File: src/hdl/izg_pkg.sv
// Purpose: Shared constants for the index pulse direction gate
// Assumes: 32-bit APB register bus, byte addresses
// Notes:   Offsets, reset values and cycle counts live here
package izg_pkg;

    // Register byte offsets
    localparam logic [7:0] IZG_CFG_OFS    = 8'h00;
    localparam logic [7:0] IZG_CTRL_OFS   = 8'h04;
    localparam logic [7:0] IZG_STATUS_OFS = 8'h08;
    localparam logic [7:0] IZG_POS_OFS    = 8'h0c;
    localparam logic [7:0] IZG_LATCH_OFS  = 8'h10;

    // Field positions
    localparam int IZG_CFG_SEL_BIT     = 0;
    localparam int IZG_CTRL_SERIAL_BIT = 0;
    localparam int IZG_CTRL_ROT_BIT    = 1;
    localparam int IZG_CTRL_EXT_BIT    = 2;
    localparam int IZG_CTRL_RST_BIT    = 3;
    localparam int IZG_ST_BIDIR_BIT    = 0;
    localparam int IZG_ST_SERIAL_BIT   = 1;
    localparam int IZG_ST_ARMED_LSB    = 8;

    // Reset values
    localparam logic [15:0] IZG_CFG_RST  = 16'h0000;
    localparam logic [2:0]  IZG_CTRL_RST = 3'h0;

    // Shift between the two direction settings, as a fraction of a pitch
    localparam int IZG_EIGHTH_DIV = 8;

    // Index pulse widths in pclk cycles
    localparam logic [3:0] IZG_PULSE_WIDE   = 4'h4;
    localparam logic [3:0] IZG_PULSE_NARROW = 4'h2;

    // Number of cycles after the first access cycle until pready
    localparam int IZG_APB_WAIT = 1;

endpackage

File: src/hdl/izg_pulse_shaper.sv
// Purpose: Stretches a one-cycle index event into an output pulse
// Assumes: Fire is a single-cycle strobe
// Notes:   Narrow width is used for bidirectional emission
`timescale 1ns/100ps
module izg_pulse_shaper
    import izg_pkg::*;
(
    input  wire logic pclk,
    input  wire logic presetn,
    input  wire logic fire,
    input  wire logic narrow,
    output logic      pulse_out
);

    logic [3:0] cnt_ff;
    logic [3:0] nxt_cnt;
    logic       pulse_ff;

    always_comb begin
        if (fire) begin
            nxt_cnt = narrow ? IZG_PULSE_NARROW : IZG_PULSE_WIDE;
        end else if (cnt_ff != 4'h0) begin
            nxt_cnt = cnt_ff - 4'h1;
        end else begin
            nxt_cnt = 4'h0;
        end
    end

    always_ff @(posedge pclk or negedge presetn) begin
        if (!presetn) begin
            cnt_ff   <= 4'h0;
            pulse_ff <= 1'b0;
        end else begin
            cnt_ff   <= nxt_cnt;
            pulse_ff <= (nxt_cnt != 4'h0);
        end
    end

    assign pulse_out = pulse_ff;

endmodule

File: src/hdl/izg_zero_table.sv
// Purpose: Per zero point arming and position match
// Assumes: Step, step_pos and arm describe the same count edge
// Notes:   Table full means further zero points stay unarmed
`timescale 1ns/100ps
module izg_zero_table
    import izg_pkg::*;
#(
    parameter int NZ = 4,
    parameter int PW = 24
) (
    input  wire logic          pclk,
    input  wire logic          presetn,
    input  wire logic          clear,
    input  wire logic          step,
    input  wire logic          step_fwd,
    input  wire logic [PW-1:0] step_pos,
    input  wire logic          bidir,
    input  wire logic          arm,
    input  wire logic [PW-1:0] arm_pos,
    output logic               hit,
    output logic [NZ-1:0]      armed,
    output logic [PW-1:0]      hit_pos
);

    localparam int IW = (NZ > 1) ? $clog2(NZ) : 1;

    logic [PW-1:0] slot_pos_ff [NZ];
    logic [NZ-1:0] armed_ff;
    logic          hit_ff;
    logic [PW-1:0] hit_pos_ff;
    logic [NZ-1:0] step_match;
    logic [NZ-1:0] arm_match;
    logic [IW-1:0] free_idx;
    logic          free_ok;
    logic          nxt_hit;

    function automatic logic [NZ-1:0] match_vec(input logic [PW-1:0] p);
        logic [NZ-1:0] m;
        m = '0;
        for (int i = 0; i < NZ; i++) begin
            m[i] = armed_ff[i] && (slot_pos_ff[i] == p);
        end
        return m;
    endfunction

    always_comb begin
        step_match = match_vec(step_pos);
        arm_match  = match_vec(arm_pos);
        free_idx   = '0;
        free_ok    = 1'b0;
        for (int i = NZ - 1; i >= 0; i--) begin
            if (!armed_ff[i]) begin
                free_idx = IW'(i);
                free_ok  = 1'b1;
            end
        end
    end

    // Stored pass, forward only, each zero point in its own slot
    always_ff @(posedge pclk or negedge presetn) begin
        if (!presetn) begin
            armed_ff <= '0;
            for (int i = 0; i < NZ; i++) begin
                slot_pos_ff[i] <= '0;
            end
        end else if (clear) begin
            armed_ff <= '0;
        end else if (arm && (arm_match == '0) && free_ok) begin
            armed_ff[free_idx]    <= 1'b1;
            slot_pos_ff[free_idx] <= arm_pos;
        end
    end

    // Outside a clear cycle, armed slot fires forward always, in reverse only when bidir
    always_comb begin
        nxt_hit = step && !clear &&
                  (((step_match != '0) && (step_fwd || bidir)) ||
                   (arm && (arm_pos == step_pos)));
    end

    always_ff @(posedge pclk or negedge presetn) begin
        if (!presetn) begin
            hit_ff     <= 1'b0;
            hit_pos_ff <= '0;
        end else begin
            hit_ff <= nxt_hit;
            if (nxt_hit) begin
                hit_pos_ff <= step_pos;
            end
        end
    end

    assign hit     = hit_ff;
    assign armed   = armed_ff;
    assign hit_pos = hit_pos_ff;

endmodule

File: src/hdl/izg_gate.sv
// Purpose: Gates the divided index pulse for an external linear scale
// Assumes: Scale count and zero strobes are synchronous to pclk
// Notes:   Direction select takes effect at reset or soft restart, serial bit at once
`timescale 1ns/100ps
module izg_gate
    import izg_pkg::*;
#(
    parameter int NZ           = 4,
    parameter int PW           = 24,
    parameter int PITCH_COUNTS = 256
) (
    input  wire logic        pclk,
    input  wire logic        presetn,
    input  wire logic        psel,
    input  wire logic        penable,
    input  wire logic        pwrite,
    input  wire logic [7:0]  paddr,
    input  wire logic [31:0] pwdata,
    output logic [31:0]      prdata,
    output logic             pready,
    output logic             pslverr,
    input  wire logic        scale_count_en,
    input  wire logic        scale_count_up,
    input  wire logic        scale_zero_strobe,
    output logic             divided_index_output
);

    localparam logic [PW-1:0] EIGHTH =
        PW'(PITCH_COUNTS / IZG_EIGHTH_DIV);
    localparam int APB_WAIT = IZG_APB_WAIT;

    logic [15:0]   index_direction_config_ff;
    logic          serial_ff;
    logic          rotation_sense_select_ff;
    logic          external_scale_usage_ff;
    logic          active_sel_ff;
    logic          restart_ff;
    logic          pready_ff;
    logic          pslverr_ff;
    logic [31:0]   prdata_ff;
    logic [31:0]   nxt_prdata;
    logic          nxt_pready;
    logic          nxt_active_sel;
    logic [PW-1:0] pos_ff;
    logic [PW-1:0] nxt_pos;
    logic [PW-1:0] arm_pos;
    logic          bidir;
    logic          arm;
    logic          wr_en;
    logic          idx_hit;
    logic [NZ-1:0] armed_mask;
    logic [PW-1:0] latch_pos;

    function automatic logic reg_mapped(input logic [7:0] a);
        return (a == IZG_CFG_OFS) || (a == IZG_CTRL_OFS) ||
               (a == IZG_STATUS_OFS) || (a == IZG_POS_OFS) ||
               (a == IZG_LATCH_OFS);
    endfunction

    // APB slave: one wait cycle, then a single-cycle pready
    assign nxt_pready = psel && penable && !pready_ff;
    assign wr_en      = psel && penable && pready_ff && pwrite &&
                        reg_mapped(paddr);

    always_comb begin
        nxt_prdata = 32'h0000_0000;
        case (paddr)
            IZG_CFG_OFS: begin
                nxt_prdata = {16'h0000, index_direction_config_ff};
            end
            IZG_CTRL_OFS: begin
                nxt_prdata = {29'h0000_0000, external_scale_usage_ff,
                              rotation_sense_select_ff, serial_ff};
            end
            IZG_STATUS_OFS: begin
                nxt_prdata[IZG_ST_BIDIR_BIT]  = bidir;
                nxt_prdata[IZG_ST_SERIAL_BIT] = serial_ff;
                nxt_prdata[IZG_ST_ARMED_LSB +: NZ] = armed_mask;
            end
            IZG_POS_OFS: begin
                nxt_prdata[PW-1:0] = pos_ff;
            end
            IZG_LATCH_OFS: begin
                nxt_prdata[PW-1:0] = latch_pos;
            end
            default: begin
                nxt_prdata = 32'h0000_0000;
            end
        endcase
    end

    always_ff @(posedge pclk or negedge presetn) begin
        if (!presetn) begin
            pready_ff  <= 1'b0;
            pslverr_ff <= 1'b0;
            prdata_ff  <= 32'h0000_0000;
        end else begin
            pready_ff  <= nxt_pready;
            pslverr_ff <= nxt_pready && !reg_mapped(paddr);
            if (nxt_pready && !pwrite) begin
                prdata_ff <= nxt_prdata;
            end
        end
    end

    // Configuration registers
    always_ff @(posedge pclk or negedge presetn) begin
        if (!presetn) begin
            index_direction_config_ff <= IZG_CFG_RST;
        end else if (wr_en && (paddr == IZG_CFG_OFS)) begin
            index_direction_config_ff <= pwdata[15:0];
        end
    end

    // Rotation and usage bits are held for software only
    always_ff @(posedge pclk or negedge presetn) begin
        if (!presetn) begin
            {external_scale_usage_ff, rotation_sense_select_ff,
             serial_ff} <= IZG_CTRL_RST;
        end else if (wr_en && (paddr == IZG_CTRL_OFS)) begin
            serial_ff                <= pwdata[IZG_CTRL_SERIAL_BIT];
            rotation_sense_select_ff <= pwdata[IZG_CTRL_ROT_BIT];
            external_scale_usage_ff  <= pwdata[IZG_CTRL_EXT_BIT];
        end
    end

    // Soft restart strobe, one cycle after the write
    always_ff @(posedge pclk or negedge presetn) begin
        if (!presetn) begin
            restart_ff <= 1'b0;
        end else begin
            restart_ff <= wr_en && (paddr == IZG_CTRL_OFS) &&
                          pwdata[IZG_CTRL_RST_BIT];
        end
    end

    // Direction select only latched at restart
    assign nxt_active_sel = restart_ff ?
        index_direction_config_ff[IZG_CFG_SEL_BIT] : active_sel_ff;

    always_ff @(posedge pclk or negedge presetn) begin
        if (!presetn) begin
            active_sel_ff <= IZG_CFG_RST[IZG_CFG_SEL_BIT];
        end else begin
            active_sel_ff <= nxt_active_sel;
        end
    end

    assign bidir = active_sel_ff || serial_ff;

    // Scale position follows the count direction only
    always_comb begin
        nxt_pos = pos_ff;
        if (scale_count_en) begin
            nxt_pos = scale_count_up ? pos_ff + PW'(1) : pos_ff - PW'(1);
        end
    end

    always_ff @(posedge pclk or negedge presetn) begin
        if (!presetn) begin
            pos_ff <= '0;
        end else begin
            pos_ff <= nxt_pos;
        end
    end

    // Zero strobe arms only on a forward count
    assign arm = scale_zero_strobe && scale_count_en &&
                 scale_count_up;
    assign arm_pos = nxt_pos + (bidir ? EIGHTH : PW'(0));

    izg_zero_table #(
        .NZ (NZ),
        .PW (PW)
    ) u_table (
        .pclk     (pclk),
        .presetn  (presetn),
        .clear    (restart_ff),
        .step     (scale_count_en),
        .step_fwd (scale_count_up),
        .step_pos (nxt_pos),
        .bidir    (bidir),
        .arm      (arm),
        .arm_pos  (arm_pos),
        .hit      (idx_hit),
        .armed    (armed_mask),
        .hit_pos  (latch_pos)
    );

    izg_pulse_shaper u_shaper (
        .pclk      (pclk),
        .presetn   (presetn),
        .fire      (idx_hit),
        .narrow    (bidir),
        .pulse_out (divided_index_output)
    );

    assign prdata  = prdata_ff;
    assign pready  = pready_ff;
    assign pslverr = pslverr_ff;
endmodule

File: config.mk
export PLATFORM = sky130hd
export DESIGN_NAME = izg_gate
export DESIGN_NICKNAME = d
export VERILOG_FILES = /design/src/hdl/izg_pkg.sv /design/src/hdl/izg_pulse_shaper.sv /design/src/hdl/izg_zero_table.sv /design/src/hdl/izg_gate.sv
export SDC_FILE = /design/constraint.sdc
export NUM_CORES = 1
export LEC_CHECK = 0
export ABC_CLOCK_PERIOD_IN_PS = 7600
export BUFFER_PORTS_ARGS = -buffer_cell sky130_fd_sc_hd__buf_2
export CORE_MARGIN = 2
export CORE_UTILIZATION = 35
export CTS_CLUSTER_SIZE = 24
export DETAILED_ROUTE_END_ITERATION = 12
export PLACE_DENSITY_LB_ADDON = 0.12
export SYNTH_ARGS = -nofsm -noshare
export SYNTH_HDL_FRONTEND = slang
export SYNTH_SLANG_ARGS = --single-unit
File: constraint.sdc
create_clock -name pclk -period 7.6 [get_ports pclk]
set_input_delay 1.9 -clock pclk [delete_from_list [all_inputs] [get_ports pclk]]
set_output_delay 1.9 -clock pclk [all_outputs]
set_load 0.1 [all_outputs]
Word level (Yosys, flattened, before mapping):

Index checks and enable logic that the tools add are counted.

* bits in registers: 201
* input bits: 48
* output and inout bits: 35
* logic and storage cells: 114

* add/sub/neg operators: 4
* $lt $le $gt $ge: 4
* equality and inequality tests: 13
* mux-type cells: 25
* bitwise gates (word level): 3
* reductions and logical operators: 46

Operators by type and width (number)
* == test 24 bit: 9
* bitwise mux 96 bit: 1
* two-way mux 24 bit: 3
* demux 24 bit (select 2 bit): 1
* case mux 12 bit (3 select lines): 1
* logical AND 1 bit: 28
* adder 24 x 1 -> 24 bit, second input constant: 1
* adder 24 x 6 -> 24 bit: 1
* case mux 6 bit (4 select lines): 1
* subtractor 24 x 1 -> 24 bit, second input constant: 1
* == test 8 x 4 -> 1 bit, second input constant: 2
* two-way mux 4 bit: 4
* case mux 4 bit (4 select lines): 1
* nonzero test 4 bit: 3
* case mux 2 bit (5 select lines): 1
* == test 8 x 3 -> 1 bit, second input constant: 1
* == test 8 x 5 -> 1 bit, second input constant: 1
* logical NOT 8 bit: 1
* two-way mux 2 bit: 4
* logical OR 1 bit: 7
* two-way mux 6 bit: 1
* two-way mux 1 bit: 5
* logical NOT 1 bit: 4
* logical NOT 4 bit: 1
* 12 further kinds: 12

Logic depth before layout (Yosys ltp):

Gate-level depths: netlist of run 1.

* word-level depth: 11
* depth in mapped cells: 23
* depth with buffers taken out: 19

By module:

Synthesis of run 1 repeated with hierarchy kept, for this count alone.

* cells, all modules: 1176
* area, all modules: 12798.5 µm²

By module, submodules not included
* izg_zero_table: times used 1, cells each 623, area an instance 7583.5 µm², sequential area each 3128.0 µm²
* izg_gate: times used 1, cells each 534, area an instance 5008.6 µm², sequential area each 1776.7 µm²
* izg_pulse_shaper: times used 1, cells each 19, area an instance 206.4 µm², sequential area each 125.1 µm²

Worst setup path after synthesis of run 1:

OpenSTA, ideal clock, no wires.

* path kind: input to register
* start: in scale_count_up
* end: reg u_table.slot_pos_ff[10] (netlist bit)
* library setup time: 0.125 ns
* arrival time: 7.074 ns
* data required time: 7.475 ns
* path slack: 0.401 ns
* stages on the path: 21
* buffers on the path: 2
* path through: inv_1 -> ha_1 -> buf_2 -> a21oi_1 -> nand2_1 -> or3_1 -> a31oi_1 -> inv_1 -> ha_1 -> ha_1 -> nor4_1 -> nor2_1 -> xor2_1 -> nor4_1 -> nand3_1 -> a2111oi_0 -> o2111ai_1 -> nor4_4 -> nor3_4 -> buf_6 -> mux2_4

* longest elaborated chain between the ends: 9
* elaborated cells between the ends (all ways): 17
* classes of those cells: add/sub: 1; eq/ne: 4; mux: 3; reduce/logical: 9

Ends and longest elaborated chain
* from (decl): RTL line izg_gate.sv:23 `input wire logic scale_count_up,`
* two-way mux 24 bit (*): RTL line izg_gate.sv:155 `nxt_pos = scale_count_up ? pos_ff + PW'(1) : pos_ff - PW'(1);`
* two-way mux 24 bit (*): RTL line izg_gate.sv:154 `if (scale_count_en) begin`
* net nxt_pos[5]: RTL line izg_gate.sv:45 `logic [PW-1:0] nxt_pos;`
* adder 24 x 6 -> 24 bit (*): RTL line izg_gate.sv:170 `assign arm_pos = nxt_pos + (bidir ? EIGHTH : PW'(0));`
* == test 24 bit: RTL line izg_zero_table.sv:41 `m[i] = armed_ff[i] && (slot_pos_ff[i] == p);`
* logical AND 1 bit: RTL line izg_zero_table.sv:41
* logical NOT 4 bit: RTL line izg_zero_table.sv:68 `end else if (arm && (arm_match == '0) && free_ok) begin`
* logical AND 1 bit (2 in series): RTL line izg_zero_table.sv:68
* AND reduction 2 bit (no source line)
* to (signal, indexed assignment): RTL line izg_zero_table.sv:70 `slot_pos_ff[free_idx] <= arm_pos;`
* to (decl): RTL line izg_zero_table.sv:27 `logic [PW-1:0] slot_pos_ff [NZ];`

The timed path passes the listed nets; every way through them passes the cells marked *.
A chain may end at the register's enable or synchronous reset.

Worst setup path after layout of run 1:

* start: in scale_count_up
* end: reg u_table.slot_pos_ff[70] (netlist bit)

The elaborated chain is that of the path after synthesis.

==> summary.md, run 1 <==
| Metric | Value |
|---|---|
| RR Endpoint | `u_table.slot_pos_ff[70]$_DFFE_PN0P_` |
| Leakage | `6.60 nW` |
| Starting density of the core | `35.7%` |
| Critical Path, Cell by Cell | `buf_2 -> inv_1 -> buf_4 -> ha_1 -> and4_1 -> or3_1 -> a31oi_1 -> inv_1 -> ha_1 -> ha_1 -> nor4_1 -> nor2_1 -> xor2_1 -> nor4_1 -> nand3_1 -> a2111oi_0 -> buf_4 -> o2111ai_1 -> nor4_4 -> buf_4 -> nor4_4 -> buf_4 -> mux2_4` |
| Critical path data required time | `8.02 ns` |
| Area leader, netlist | `dfrtp_1` |
| CP Buf/Inv Count | `7` |
| RSZ-0062 raised after global routing | `false` |
| TritonCTS clock tree | `done` |
| I/O Buffers | `58` |
| Worst setup EP type | `flop` |
| Postcts setup bufs | `0` |
| Cell variety after synth | `104` |
| Worst skew pair latency | `0.55 ns` |
| Mapped Cells | `1265` |
| TritonCTS buffer count | `24` |
| Post-synthesis cell area | `13500 um^2` |
| # IOs | `83` |
| Reg2reg start | `pos_ff[4]$_DFF_PN0_` |
| Setup TNS | `0 ns` |
| Fillcell total | `3747` |
| Skew final | `0.0209 ns` |
| Die area | `40200 um^2` |
| Avg WL per Cell | `21.8 um` |
| Multi-input logic area | `7870 um^2` |
| Setup violators final | `0` |
| Final period util | `92.3%` |
| Asr flop ratio synth | `100%` |
| H-tree depth | `1` |
| First drt pass iteration count | `5` |
| Detailed Route Iter0 Violations | `807` |
| Synthesis-to-finish area growth | `13.3%` |
| Clock share of power | `19.3%` |
| Minimum clock period after layout | `7.01 ns` |
| Critical path type | `input pin to flop` |
| Post-synth EDFFs | `0` |
| Most area-consuming cells after synthesis | `dfrtp_1 (37%), mux2_4 (8.3%), xnor2_1 (5.9%)` |
| RD Place Congestion | `0.879` |
| F_max | `143 MHz` |
| Layout Utilization | `40.4%` |
| Crit-path max FO | `10` |
| Reg2reg setup slack | `1.74 ns` |
| PwrDens | `396 nW/um^2` |
| Data arrival, critical path | `7.43 ns` |
| Post-synthesis register bit count | `201` |
| Deepest clock path buffer count | `3` |
| Slew headroom | `22.9%` |
| Hold_sp | `prdata[12]$_DFFE_PN0P_` |
| Average cell area after synthesis | `10.7 um^2` |
| Gr usage total | `20.3%` |
| Worst path max stage delay | `0.47 ns` |
| Largest net degree at the start of global routing | `81` |
| Sequential share of power | `26.6%` |
| Largest delay contributor family on the critical path | `simple AND/OR/NAND/NOR gates` |
| Cell internal pwr | `3.38 mW` |
| Clk slew on worst S/H paths | `0.06 ns` |
| Cts repair resizes | `0` |
| Chip height | `200 um` |
| Hold Path Cell Cnt | `2` |
| Final slew viol count | `0` |
| Sequential element share of the synthesized area | `37.3%` |
| DIE WIDTH | `200 um` |
| Drt drc | `0` |
| Post-DP HPWL | `30.7 mm` |
| Nets | `1411` |
| Overflow after GRT | `0` |
| CP startpoint kind | `input pin` |
| First-pass GRT wire length | `63.7 mm` |
| Storage element area | `5030 um^2` |
| Number of global-route vias before repair | `10377` |
| Share of layout cells above drive strength 1 | `23.9%` |
| Std cell rows | `71` |
| Clock Sink Count | `201` |
| R2R cell count | `21` |
| Max Cap Viol | `0` |
| Sw frac | `44.3%` |
| WHS Endpoint | `prdata[12]$_DFFE_PN0P_` |
| Ys Warns | `0` |
| Total length of routed wires | `40.6 mm` |
| Number of antenna violations at the first check in global routing | `0` |
| N_diodes | `0` |
| Final Hold Vio Count | `0` |
| Top FF cell, synth | `dfrtp_1` |
| Part of the power in combinational logic | `54.1%` |
| Maximum vdd drop | `165 uV` |
| Core Area | `37800 um^2` |
| Area share of the largest cell type after synthesis | `37.3%` |
| Final ANT Viol Nets | `0` |
| Vias per Instance | `5.55` |
| Post-CTS Hold Buffers | `0` |
| Hold Crit Class | `flop to flop` |
| Critical path's slowest cell | `nor4_1` |
| Worst-margin pin slew | `1.16 ns` |
| Psw | `2.68 mW` |
| Outcome | `finished, final reports clean` |
| Via count | `10326` |
| Cell repeated most along the worst path | `buf_4` |
| Clock root buffer master | `clkbuf_16` |
[Yosys cell counts, drive strengths merged, types with 4 or more instances]
master   count
nand3b       5
xor2        56
o2111a       4
o211ai       9
a222oi      14
o311ai       4
a22o         4
a221oi      14
and3        12
o2111ai     15
a31oi        8
nand3       36
nand2b       7
a211oi       9
nor2        69
or3          8
a21o        11
nor3        39
mux2i       10
buf         50
nor2b       14
nor3b        4
a2111o       4
xnor2       92
nand4       27
ha          24
a21boi       6
xnor3       11
a21oi       40
clkbuf      26
nor4        25
and2        10
o21ai       43
o21a         6
dfrtp      201
o31ai        9
nand2       77
mux2       140
o31a         7
and4         7
or4         11
inv         41
[how the worst max path moves through the flow]
| stage | start | to | slack [ns] | depth (start not counted) |
|---|---|---|---|---|
| floorplan | scale_count_up | u_table.slot_pos_ff[10]$_DFFE_PN0P_ | 0.40 | 21 |
| global route | scale_count_up | u_table.slot_pos_ff[70]$_DFFE_PN0P_ | 0.05 | 23 |
| global placement | scale_count_up | u_table.slot_pos_ff[67]$_DFFE_PN0P_ | 0.13 | 23 |
| detailed placement | scale_count_up | u_table.slot_pos_ff[70]$_DFFE_PN0P_ | 0.03 | 23 |
| finish | scale_count_up | u_table.slot_pos_ff[70]$_DFFE_PN0P_ | 0.59 | 23 |
| CTS | scale_count_up | u_table.slot_pos_ff[70]$_DFFE_PN0P_ | 0.57 | 23 |
[worst register-to-register path, stage by stage, from the launching register on]
cell	delay [ns]
dfrtp_1	0.43
ha_1	0.31
a21oi_1	0.22
nand2_1	0.20
or3_1	0.39
a31oi_1	0.22
inv_1	0.11
ha_1	0.22
ha_1	0.23
nor4_1	0.47
nor2_1	0.31
xor2_1	0.21
nor4_1	0.31
nand3_1	0.15
a2111oi_0	0.35
buf_4	0.19
o2111ai_1	0.18
nor4_4	0.38
buf_4	0.23
nor4_4	0.06
buf_4	0.24
mux2_4	0.32
[power by group through the flow]
stage                     Clock, mW  Sequential (mW)  Combinational, mW
after floorplan                   0             1.60               2.35
after global placement            0             1.63               3.24
after detailed placement          0             1.63               3.25
after CTS                      1.21             1.62               3.27
after global routing           1.24             1.65               3.58
final                          1.17             1.61               3.28
[cell type report]
type | instances | share of cell area [%]
clock inverters | 7 | 0.769
repair buffers | 116 | 5.14
inverters | 44 | 1.10
clock buffers | 31 | 4.43
flip-flops and latches | 201 | 32.9
well taps | 511 | 4.18
multi-input cells | 951 | 51.5
[cells by family (layout without fill, tap and decap cells)]
group                    after synthesis  in the layout  synth area share, %
other                                  1              8               0.0278
multiplexers                         150            150                 14.5
AO/OA/AOI/OAI                        248            248                 14.4
AND/OR/NAND/NOR                      360            360                 15.1
XOR/XNOR                             159            159                 11.6
adder cells (fa/ha/maj)               26             26                 2.45
flip-flops                           201            201                 37.3
buffers and inverters                120            198                 4.64
[state kept, by name, indices dropped and copies added (netlist names)]
name,flops
active_sel_ff,1
external_scale_usage_ff,1
index_direction_config_ff,16
pos_ff,24
prdata,24
pready,1
pslverr,1
restart_ff,1
rotation_sense_select_ff,1
serial_ff,1
u_shaper.cnt_ff,4
u_shaper.pulse_out,1
u_table.armed,4
u_table.hit,1
u_table.hit_pos,24
u_table.slot_pos_ff,96
[cells in the final DEF (no fill, tap or decap), types with 32 or more instances in the layout]
cell,count
o21ai_0,37
mux2_4,75
inv_1,38
nand3_1,35
mux2_2,49
nand2_1,77
buf_4,54
xor2_1,55
nor2_1,68
a21oi_1,34
buf_2,57
dfrtp_1,201
nor3_1,32
xnor2_1,91
[metrics by stage]
stage                     instances  worst slack [ns]  hold WS, ns  area, um^2  total power [mW]
after global placement         1823             0.128        0.462       14500              4.87
final                          1861             0.587        0.475       15300              6.06
after detailed placement       1823            0.0321        0.468       14500              4.88
after global routing           1861            0.0547        0.508       15300              6.47
after floorplan                1272             0.401        0.463       13500              3.95
after CTS                      1861             0.565        0.482       15300              6.09
[metal layers]
metal  share of wire [%]  global-route usage, %  wire [um]
met3                 4.2                   2.42       1720
met4                 2.1                   4.81        860
met5                   0                      0          0
met2                  46                   32.5      18800
met1                  47                   29.2      19200
Power figures use the tool's default switching activity.
==> run 2, diff against run 1 <==
CORE_MARGIN = not set   (was 2)
CTS_BUF_LIST = sky130_fd_sc_hd__clkbuf_4 sky130_fd_sc_hd__clkbuf_8   (was not set)
==> summary.md, run 2 (same netlist as run 1, synthesis figures left out) <==
| Metric | Value |
|---|---|
| Cell internal pwr | `3.41 mW (+0.93%)` |
| Final slew viol count | `0 (unchanged)` |
| RSZ-0062 raised after global routing | `false` |
| Power, Total | `6.16 mW (+1.6%)` |
| Most flops, register | `u_table.slot_pos_ff` |
| RD Place Congestion | `0.909 (+3.4%)` |
| Sequential share of power | `26.3% (-0.3 points)` |
| Avg WL per Cell | `21.7 um (-0.72%)` |
| H-tree depth | `2 (+1)` |
| Clock root buffer master | `clkbuf_8` |
| Gr usage total | `21.9% (+1.6 points)` |
| Largest net degree at the start of global routing | `75 (-7.4%)` |
| Worst setup EP type | `flop` |
| Total length of routed wires | `41.6 mm (+2.6%)` |
| Minimum clock period after layout | `7.04 ns (+0.0316 ns)` |
| Chip height | `198 um (-1.0%)` |
| Postcts setup bufs | `0 (unchanged)` |
| Critical path data required time | `8.05 ns (+0.03 ns)` |
| Core Area | `37800 um^2 (unchanged)` |
| Critical Path, Cell by Cell | `buf_2 -> inv_1 -> buf_4 -> ha_1 -> and4_1 -> or3_1 -> a31oi_1 -> inv_1 -> ha_1 -> ha_1 -> nor4_1 -> nor2_1 -> xor2_1 -> nor4_1 -> nand3_1 -> a2111oi_0 -> buf_4 -> o2111ai_1 -> nor4_4 -> buf_4 -> nor4_4 -> buf_4 -> mux2_4` |
| Placed cell count | `1856 (+1.8%)` |
| Sw frac | `44.7% (+0.39 points)` |
| Post-CTS Hold Buffers | `0 (unchanged)` |
| Part of the power in combinational logic | `55.0% (+0.9 points)` |
| Maximum vdd drop | `147 uV (-11%)` |
| Slew headroom | `17.1% (-5.8 points)` |
| Psw | `2.75 mW (+2.5%)` |
| Post-DP HPWL | `31.3 mm (+1.9%)` |
| Max FFs per register | `96 (unchanged)` |
| Deepest clock path buffer count | `3 (unchanged)` |
| Nets | `1458 (+3.3%)` |
| Worst-margin pin slew | `1.24 ns (+0.0833 ns)` |
| Worst path max stage delay | `0.46 ns (about the same)` |
| Clock Sink Count | `201 (unchanged)` |
| Die area | `39400 um^2 (-2.0%)` |
| Skew final | `0.0439 ns (+0.0230 ns)` |
| Hold Crit Class | `flop to flop` |
| Setup TNS | `0 ns (unchanged)` |
| Clock share of power | `18.7% (-0.6 points)` |
| Most frequent cells in the layout | `dfrtp_1 (201), xnor2_1 (91), buf_4 (88)` |
| First drt pass iteration count | `5 (unchanged)` |
| Commonest non-fill, non-tap cell in the layout | `dfrtp_1` |
| PwrDens | `396 nW/um^2 (about the same)` |
| Number of global-route vias before repair | `10624 (+2.4%)` |
| Critical path's slowest cell | `nor4_1` |
| Data arrival, critical path | `7.50 ns (+0.07 ns)` |
| Max Cap Viol | `0 (unchanged)` |
| Via count | `10515 (+1.8%)` |
| Clk slew on worst S/H paths | `0.06 ns (about the same)` |
| Share of layout cells above drive strength 1 | `27.4% (+3.4 points)` |
| Cts repair resizes | `0 (unchanged)` |
| # IOs | `83 (unchanged)` |
| Final Hold Vio Count | `0 (unchanged)` |
| Finished Layout Cells | `1923 (+3.3%)` |
| TritonCTS buffer count | `38 (+58%)` |
| TritonCTS clock tree | `done` |
| R2R cell count | `21 (unchanged)` |
| Overflow after GRT | `0 (unchanged)` |
| First-pass GRT wire length | `64.4 mm (+0.99%)` |
| Cell repeated most along the worst path | `buf_4` |
| Number of antenna violations at the first check in global routing | `0 (unchanged)` |
| Critical path type | `input pin to flop` |
| Outcome | `finished, final reports clean` |
| Hold Path Cell Cnt | `2 (unchanged)` |
| Synthesis-to-finish area growth | `15.1%` |
| Std cell rows | `71 (unchanged)` |
| Vias per Instance | `5.47 (-1.5%)` |
| Final ANT Viol Nets | `0 (unchanged)` |
| Final period util | `92.7% (+0.42 points)` |
| Setup violators final | `0 (unchanged)` |
| F_max | `142 MHz (-0.45%)` |
| Crit-path max FO | `14 (+4)` |
| Detailed Route Iter0 Violations | `793 (-1.7%)` |
| Worst skew pair latency | `0.61 ns (+0.06 ns)` |
| Setup ws final | `0.555 ns (-0.0316 ns)` |
| Drt drc | `0 (unchanged)` |
| Starting density of the core | `35.7% (unchanged)` |
| Leakage | `6.81 nW (+3.2%)` |
| CP startpoint kind | `input pin` |
| Post-placement setup slack | `-0.0670 ns (-0.0992 ns)` |
| I/O Buffers | `58 (unchanged)` |
| DIE WIDTH | `198 um (-1.0%)` |
run 2: worst max-delay path: cells and delay by family:
| kind | cells | cell delay [ns] |
|---|---|---|
| AND/OR/NAND/NOR | 8 | 2.24 |
| adder cells (fa/ha/maj) | 3 | 0.75 |
| XOR/XNOR | 1 | 0.21 |
| buffers and inverters | 7 | 1.26 |
| multiplexers | 1 | 0.33 |
| AO/OA/AOI/OAI | 3 | 0.79 |
run 2: path summary, 6_finish.rpt:
kind                       slack [ns]                   from                             endpoint
max in group asynchronous        4.87                presetn  u_table.slot_pos_ff[19]$_DFFE_PN0P_
min                              0.47  prdata[5]$_DFFE_PN0P_                prdata[5]$_DFFE_PN0P_
max                              0.56         scale_count_up  u_table.slot_pos_ff[60]$_DFFE_PN0P_
min reg2reg                      0.47  prdata[5]$_DFFE_PN0P_                prdata[5]$_DFFE_PN0P_
max reg2reg                      1.70    pos_ff[4]$_DFF_PN0_  u_table.slot_pos_ff[60]$_DFFE_PN0P_
min in group asynchronous        1.28                presetn  external_scale_usage_ff$_DFFE_PN0P_
run 2: per-layer routing:
metal  global-route usage (%)  part of all wire [%]  vias to the layer above  routed length, um
met5                        0                     0                        -                  0
met3                     3.00                   4.0                       75               1650
li1                         -                     -                     4927                  -
met4                     9.13                   3.4                        0               1440
met2                     33.7                    45                      246              18600
met1                     30.7                    48                     5267              20000
run 2: final cells by class:
type,count,area (um^2)
diodes,1,2.50
clock buffers,57,722
clock inverters,9,80.1
fillers,3725,22300
inverters,44,169
multi-input cells,951,7870
flip-flops and latches,201,5030
well taps,511,639
repair buffers,149,1020
run 2: power groups by stage:
stage / clock, mW / sequential [mW] / combinational (mW)
floorplan: 0 / 1.60 / 2.35
global placement: 0 / 1.64 / 3.33
detailed placement: 0 / 1.64 / 3.35
CTS: 1.19 / 1.62 / 3.37
global route: 1.23 / 1.65 / 3.66
finish: 1.15 / 1.62 / 3.39
run 2: metrics by stage:
step	cell area (um^2)	hold WS, ns	utilization [%]
after global routing	15500	0.508	41.0
final	15500	0.475	41.1
after global placement	14700	0.461	38.9
after floorplan	13500	0.463	-
after CTS	15500	0.479	41.0
after detailed placement	14700	0.466	38.9
==> run 3, diff against run 2 <==
CORE_ASPECT_RATIO = 2   (was not set)
REMOVE_ABC_BUFFERS = 1   (was not set)
==> summary.md, run 3 (same netlist as run 1, synthesis figures left out) <==
| Metric | Value |
|---|---|
| First-pass GRT wire length | `66.9 mm (+4.0%)` |
| Overflow after GRT | `0 (unchanged)` |
| Slew headroom | `21.8% (+4.7 points)` |
| Final period util | `91.9% (-0.84 points)` |
| Sequential share of power | `26.5% (+0.2 points)` |
| TritonCTS clock tree | `done` |
| # IOs | `83 (unchanged)` |
| Via count | `10580 (+0.62%)` |
| PwrDens | `391 nW/um^2 (-1.4%)` |
| Most flops, register | `u_table.slot_pos_ff` |
| Std cell rows | `101 (+42%)` |
| Chip height | `280 um (+41%)` |
| Post-CTS Hold Buffers | `0 (unchanged)` |
| Vias per Instance | `5.52 (+1.0%)` |
| Worst skew pair latency | `0.62 ns (about the same)` |
| Skew final | `0.0259 ns (-0.0180 ns)` |
| Minimum clock period after layout | `6.98 ns (-0.0635 ns)` |
| Part of the power in combinational logic | `56.1% (+1.1 points)` |
| Max FFs per register | `96 (unchanged)` |
| Core Area | `38000 um^2 (+0.51%)` |
| Final slew viol count | `0 (unchanged)` |
| Detailed Route Iter0 Violations | `683 (-14%)` |
| Cell internal pwr | `3.33 mW (-2.2%)` |
| Post-placement setup slack | `0.0415 ns (+0.109 ns)` |
| F_max | `143 MHz (+0.91%)` |
| CP startpoint kind | `input pin` |
| Clock Sink Count | `201 (unchanged)` |
| Gr usage total | `22.7% (+0.78 points)` |
| Clock root buffer master | `clkbuf_8` |
| Setup ws final | `0.619 ns (+0.0635 ns)` |
| Die area | `39400 um^2 (+0.12%)` |
| Post-DP HPWL | `33.4 mm (+6.8%)` |
| Psw | `2.73 mW (-0.76%)` |
| Placed cell count | `1859 (+0.16%)` |
| Clk slew on worst S/H paths | `0.06 ns (about the same)` |
| Nets | `1450 (-0.55%)` |
| DIE WIDTH | `141 um (-29%)` |
| Hold Crit Class | `flop to flop` |
| Finished Cell Area | `15500 um^2 (-0.16%)` |
| Fillcell total | `3754 (+0.78%)` |
| Worst-margin pin slew | `1.17 ns (-0.0663 ns)` |
| Worst setup EP type | `flop` |
| Number of antenna violations at the first check in global routing | `1 (+1)` |
| Deepest clock path buffer count | `3 (unchanged)` |
| Setup violators final | `0 (unchanged)` |
| RSZ-0062 raised after global routing | `false` |
| Total length of routed wires | `43.6 mm (+4.8%)` |
| Most frequent cells in the layout | `dfrtp_1 (201), xnor2_1 (91), buf_4 (81)` |
| Commonest non-fill, non-tap cell in the layout | `dfrtp_1` |
| Postcts setup bufs | `0 (unchanged)` |
| Data arrival, critical path | `7.46 ns (-0.04 ns)` |
| RD Place Congestion | `0.885 (-2.7%)` |
| Drt drc | `0 (unchanged)` |
| TritonCTS buffer count | `31 (-18%)` |
| Final ANT Viol Nets | `0 (unchanged)` |
| Share of layout cells above drive strength 1 | `26.7% (-0.62 points)` |
| Maximum vdd drop | `122 uV (-17%)` |
| I/O Buffers | `58 (unchanged)` |
| Finished Layout Cells | `1915 (-0.42%)` |
| First drt pass iteration count | `8 (+3)` |
| Max Cap Viol | `0 (unchanged)` |
| Final Hold Vio Count | `0 (unchanged)` |
| Largest net degree at the start of global routing | `108 (+44%)` |
| Setup TNS | `0 ns (unchanged)` |
| Sw frac | `45.0% (+0.36 points)` |
| Outcome | `finished, final reports clean` |
| Avg WL per Cell | `22.8 um (+5.2%)` |
| Clock share of power | `17.4% (-1.3 points)` |
| Number of global-route vias before repair | `10983 (+3.4%)` |
| Leakage | `6.78 nW (-0.55%)` |
| Cts repair resizes | `0 (unchanged)` |
| Starting density of the core | `35.5% (-0.18 points)` |
| Critical path type | `input pin to flop` |
| Hold Slack | `0.481 ns (+0.00665 ns)` |
| Critical path data required time | `8.08 ns (+0.03 ns)` |
| Placed Instance Area | `14800 um^2 (+0.49%)` |
| H-tree depth | `1 (-1)` |
| Crit-path max FO | `19 (+5)` |
| Synthesis-to-finish area growth | `14.9%` |
## run 3: cell types whose count changed in the layout (fill, tap and decap cells not counted)
cell / previous run / this run
clkbuf_8: 47 / 39
inv_6: 1 / 0
clkbuf_4: 10 / 3
inv_8: 1 / 0
bufinv_16: 1 / 3
clkinv_2: 7 / 9
buf_4: 88 / 81
buf_12: 3 / 9
clkinvlp_4: 0 / 2
## run 3: path summary, 6_finish.rpt
path | start | endpoint | slack (ns) | cells after the start
worst max-delay path | scale_count_up | u_table.slot_pos_ff[4]$_DFFE_PN0P_ | 0.62 | 21
worst min-delay path | prdata[13]$_DFFE_PN0P_ | prdata[13]$_DFFE_PN0P_ | 0.48 | 2
worst max register to register | pos_ff[0]$_DFF_PN0_ | u_table.slot_pos_ff[7]$_DFFE_PN0P_ | 1.76 | 20
worst min register to register | prdata[13]$_DFFE_PN0P_ | prdata[13]$_DFFE_PN0P_ | 0.48 | 2
max in group asynchronous | presetn | u_table.slot_pos_ff[32]$_DFFE_PN0P_ | 4.71 | 2
min in group asynchronous | presetn | u_table.slot_pos_ff[75]$_DFFE_PN0P_ | 1.34 | 1
## run 3: area by class of cell
class	count	area [um^2]	share of cell area, %
clock inverters	13	145	0.936
multi-input cells	951	7870	50.8
inverters	44	169	1.09
repair buffers	148	1090	7.02
well taps	515	644	4.15
diodes	1	2.50	0.0161
flip-flops and latches	201	5030	32.4
clock buffers	42	559	3.61
## run 3: metal layers
metal,GRT usage [%],part of all wire [%],wire [um],vias to the layer above
li1,-,-,-,4908
met1,24.1,37,16100,5271
met2,42.7,53,23300,291
met3,1.86,3.0,1320,110
met4,14.2,6.6,2870,0
met5,0,0,0,-
## run 3: metrics by stage
stage	power [mW]	utilization, %
finish	6.06	40.8
global route	6.45	40.8
CTS	6.10	40.8
detailed placement	5.01	38.9
global placement	4.99	38.9
floorplan	3.88	-
## run 3: worst max-delay path: stages
cell and delay, ns:
buf_2 0.11, inv_1 0.14, buf_4 0.31, ha_1 0.39
a21oi_2 0.27, o21ai_1 0.25, nor4_1 0.58, nor3_1 0.11
buf_4 0.16, mux2_2 0.28, inv_1 0.17, o2111ai_2 0.23
a2111oi_4 0.44, xor2_4 0.18, buf_12 0.17, o2111ai_1 0.47
nor3_4 0.11, buf_12 0.16, nor3_4 0.39, buf_12 0.24
mux2_2 0.35
## run 3: power by group through the flow
stage | Sequential [mW] | Combinational, mW | Clock, mW
after floorplan | 1.60 | 2.28 | 0
after global placement | 1.62 | 3.37 | 0
after detailed placement | 1.62 | 3.38 | 0
after CTS | 1.60 | 3.40 | 1.09
after global routing | 1.64 | 3.68 | 1.12
final | 1.61 | 3.40 | 1.06
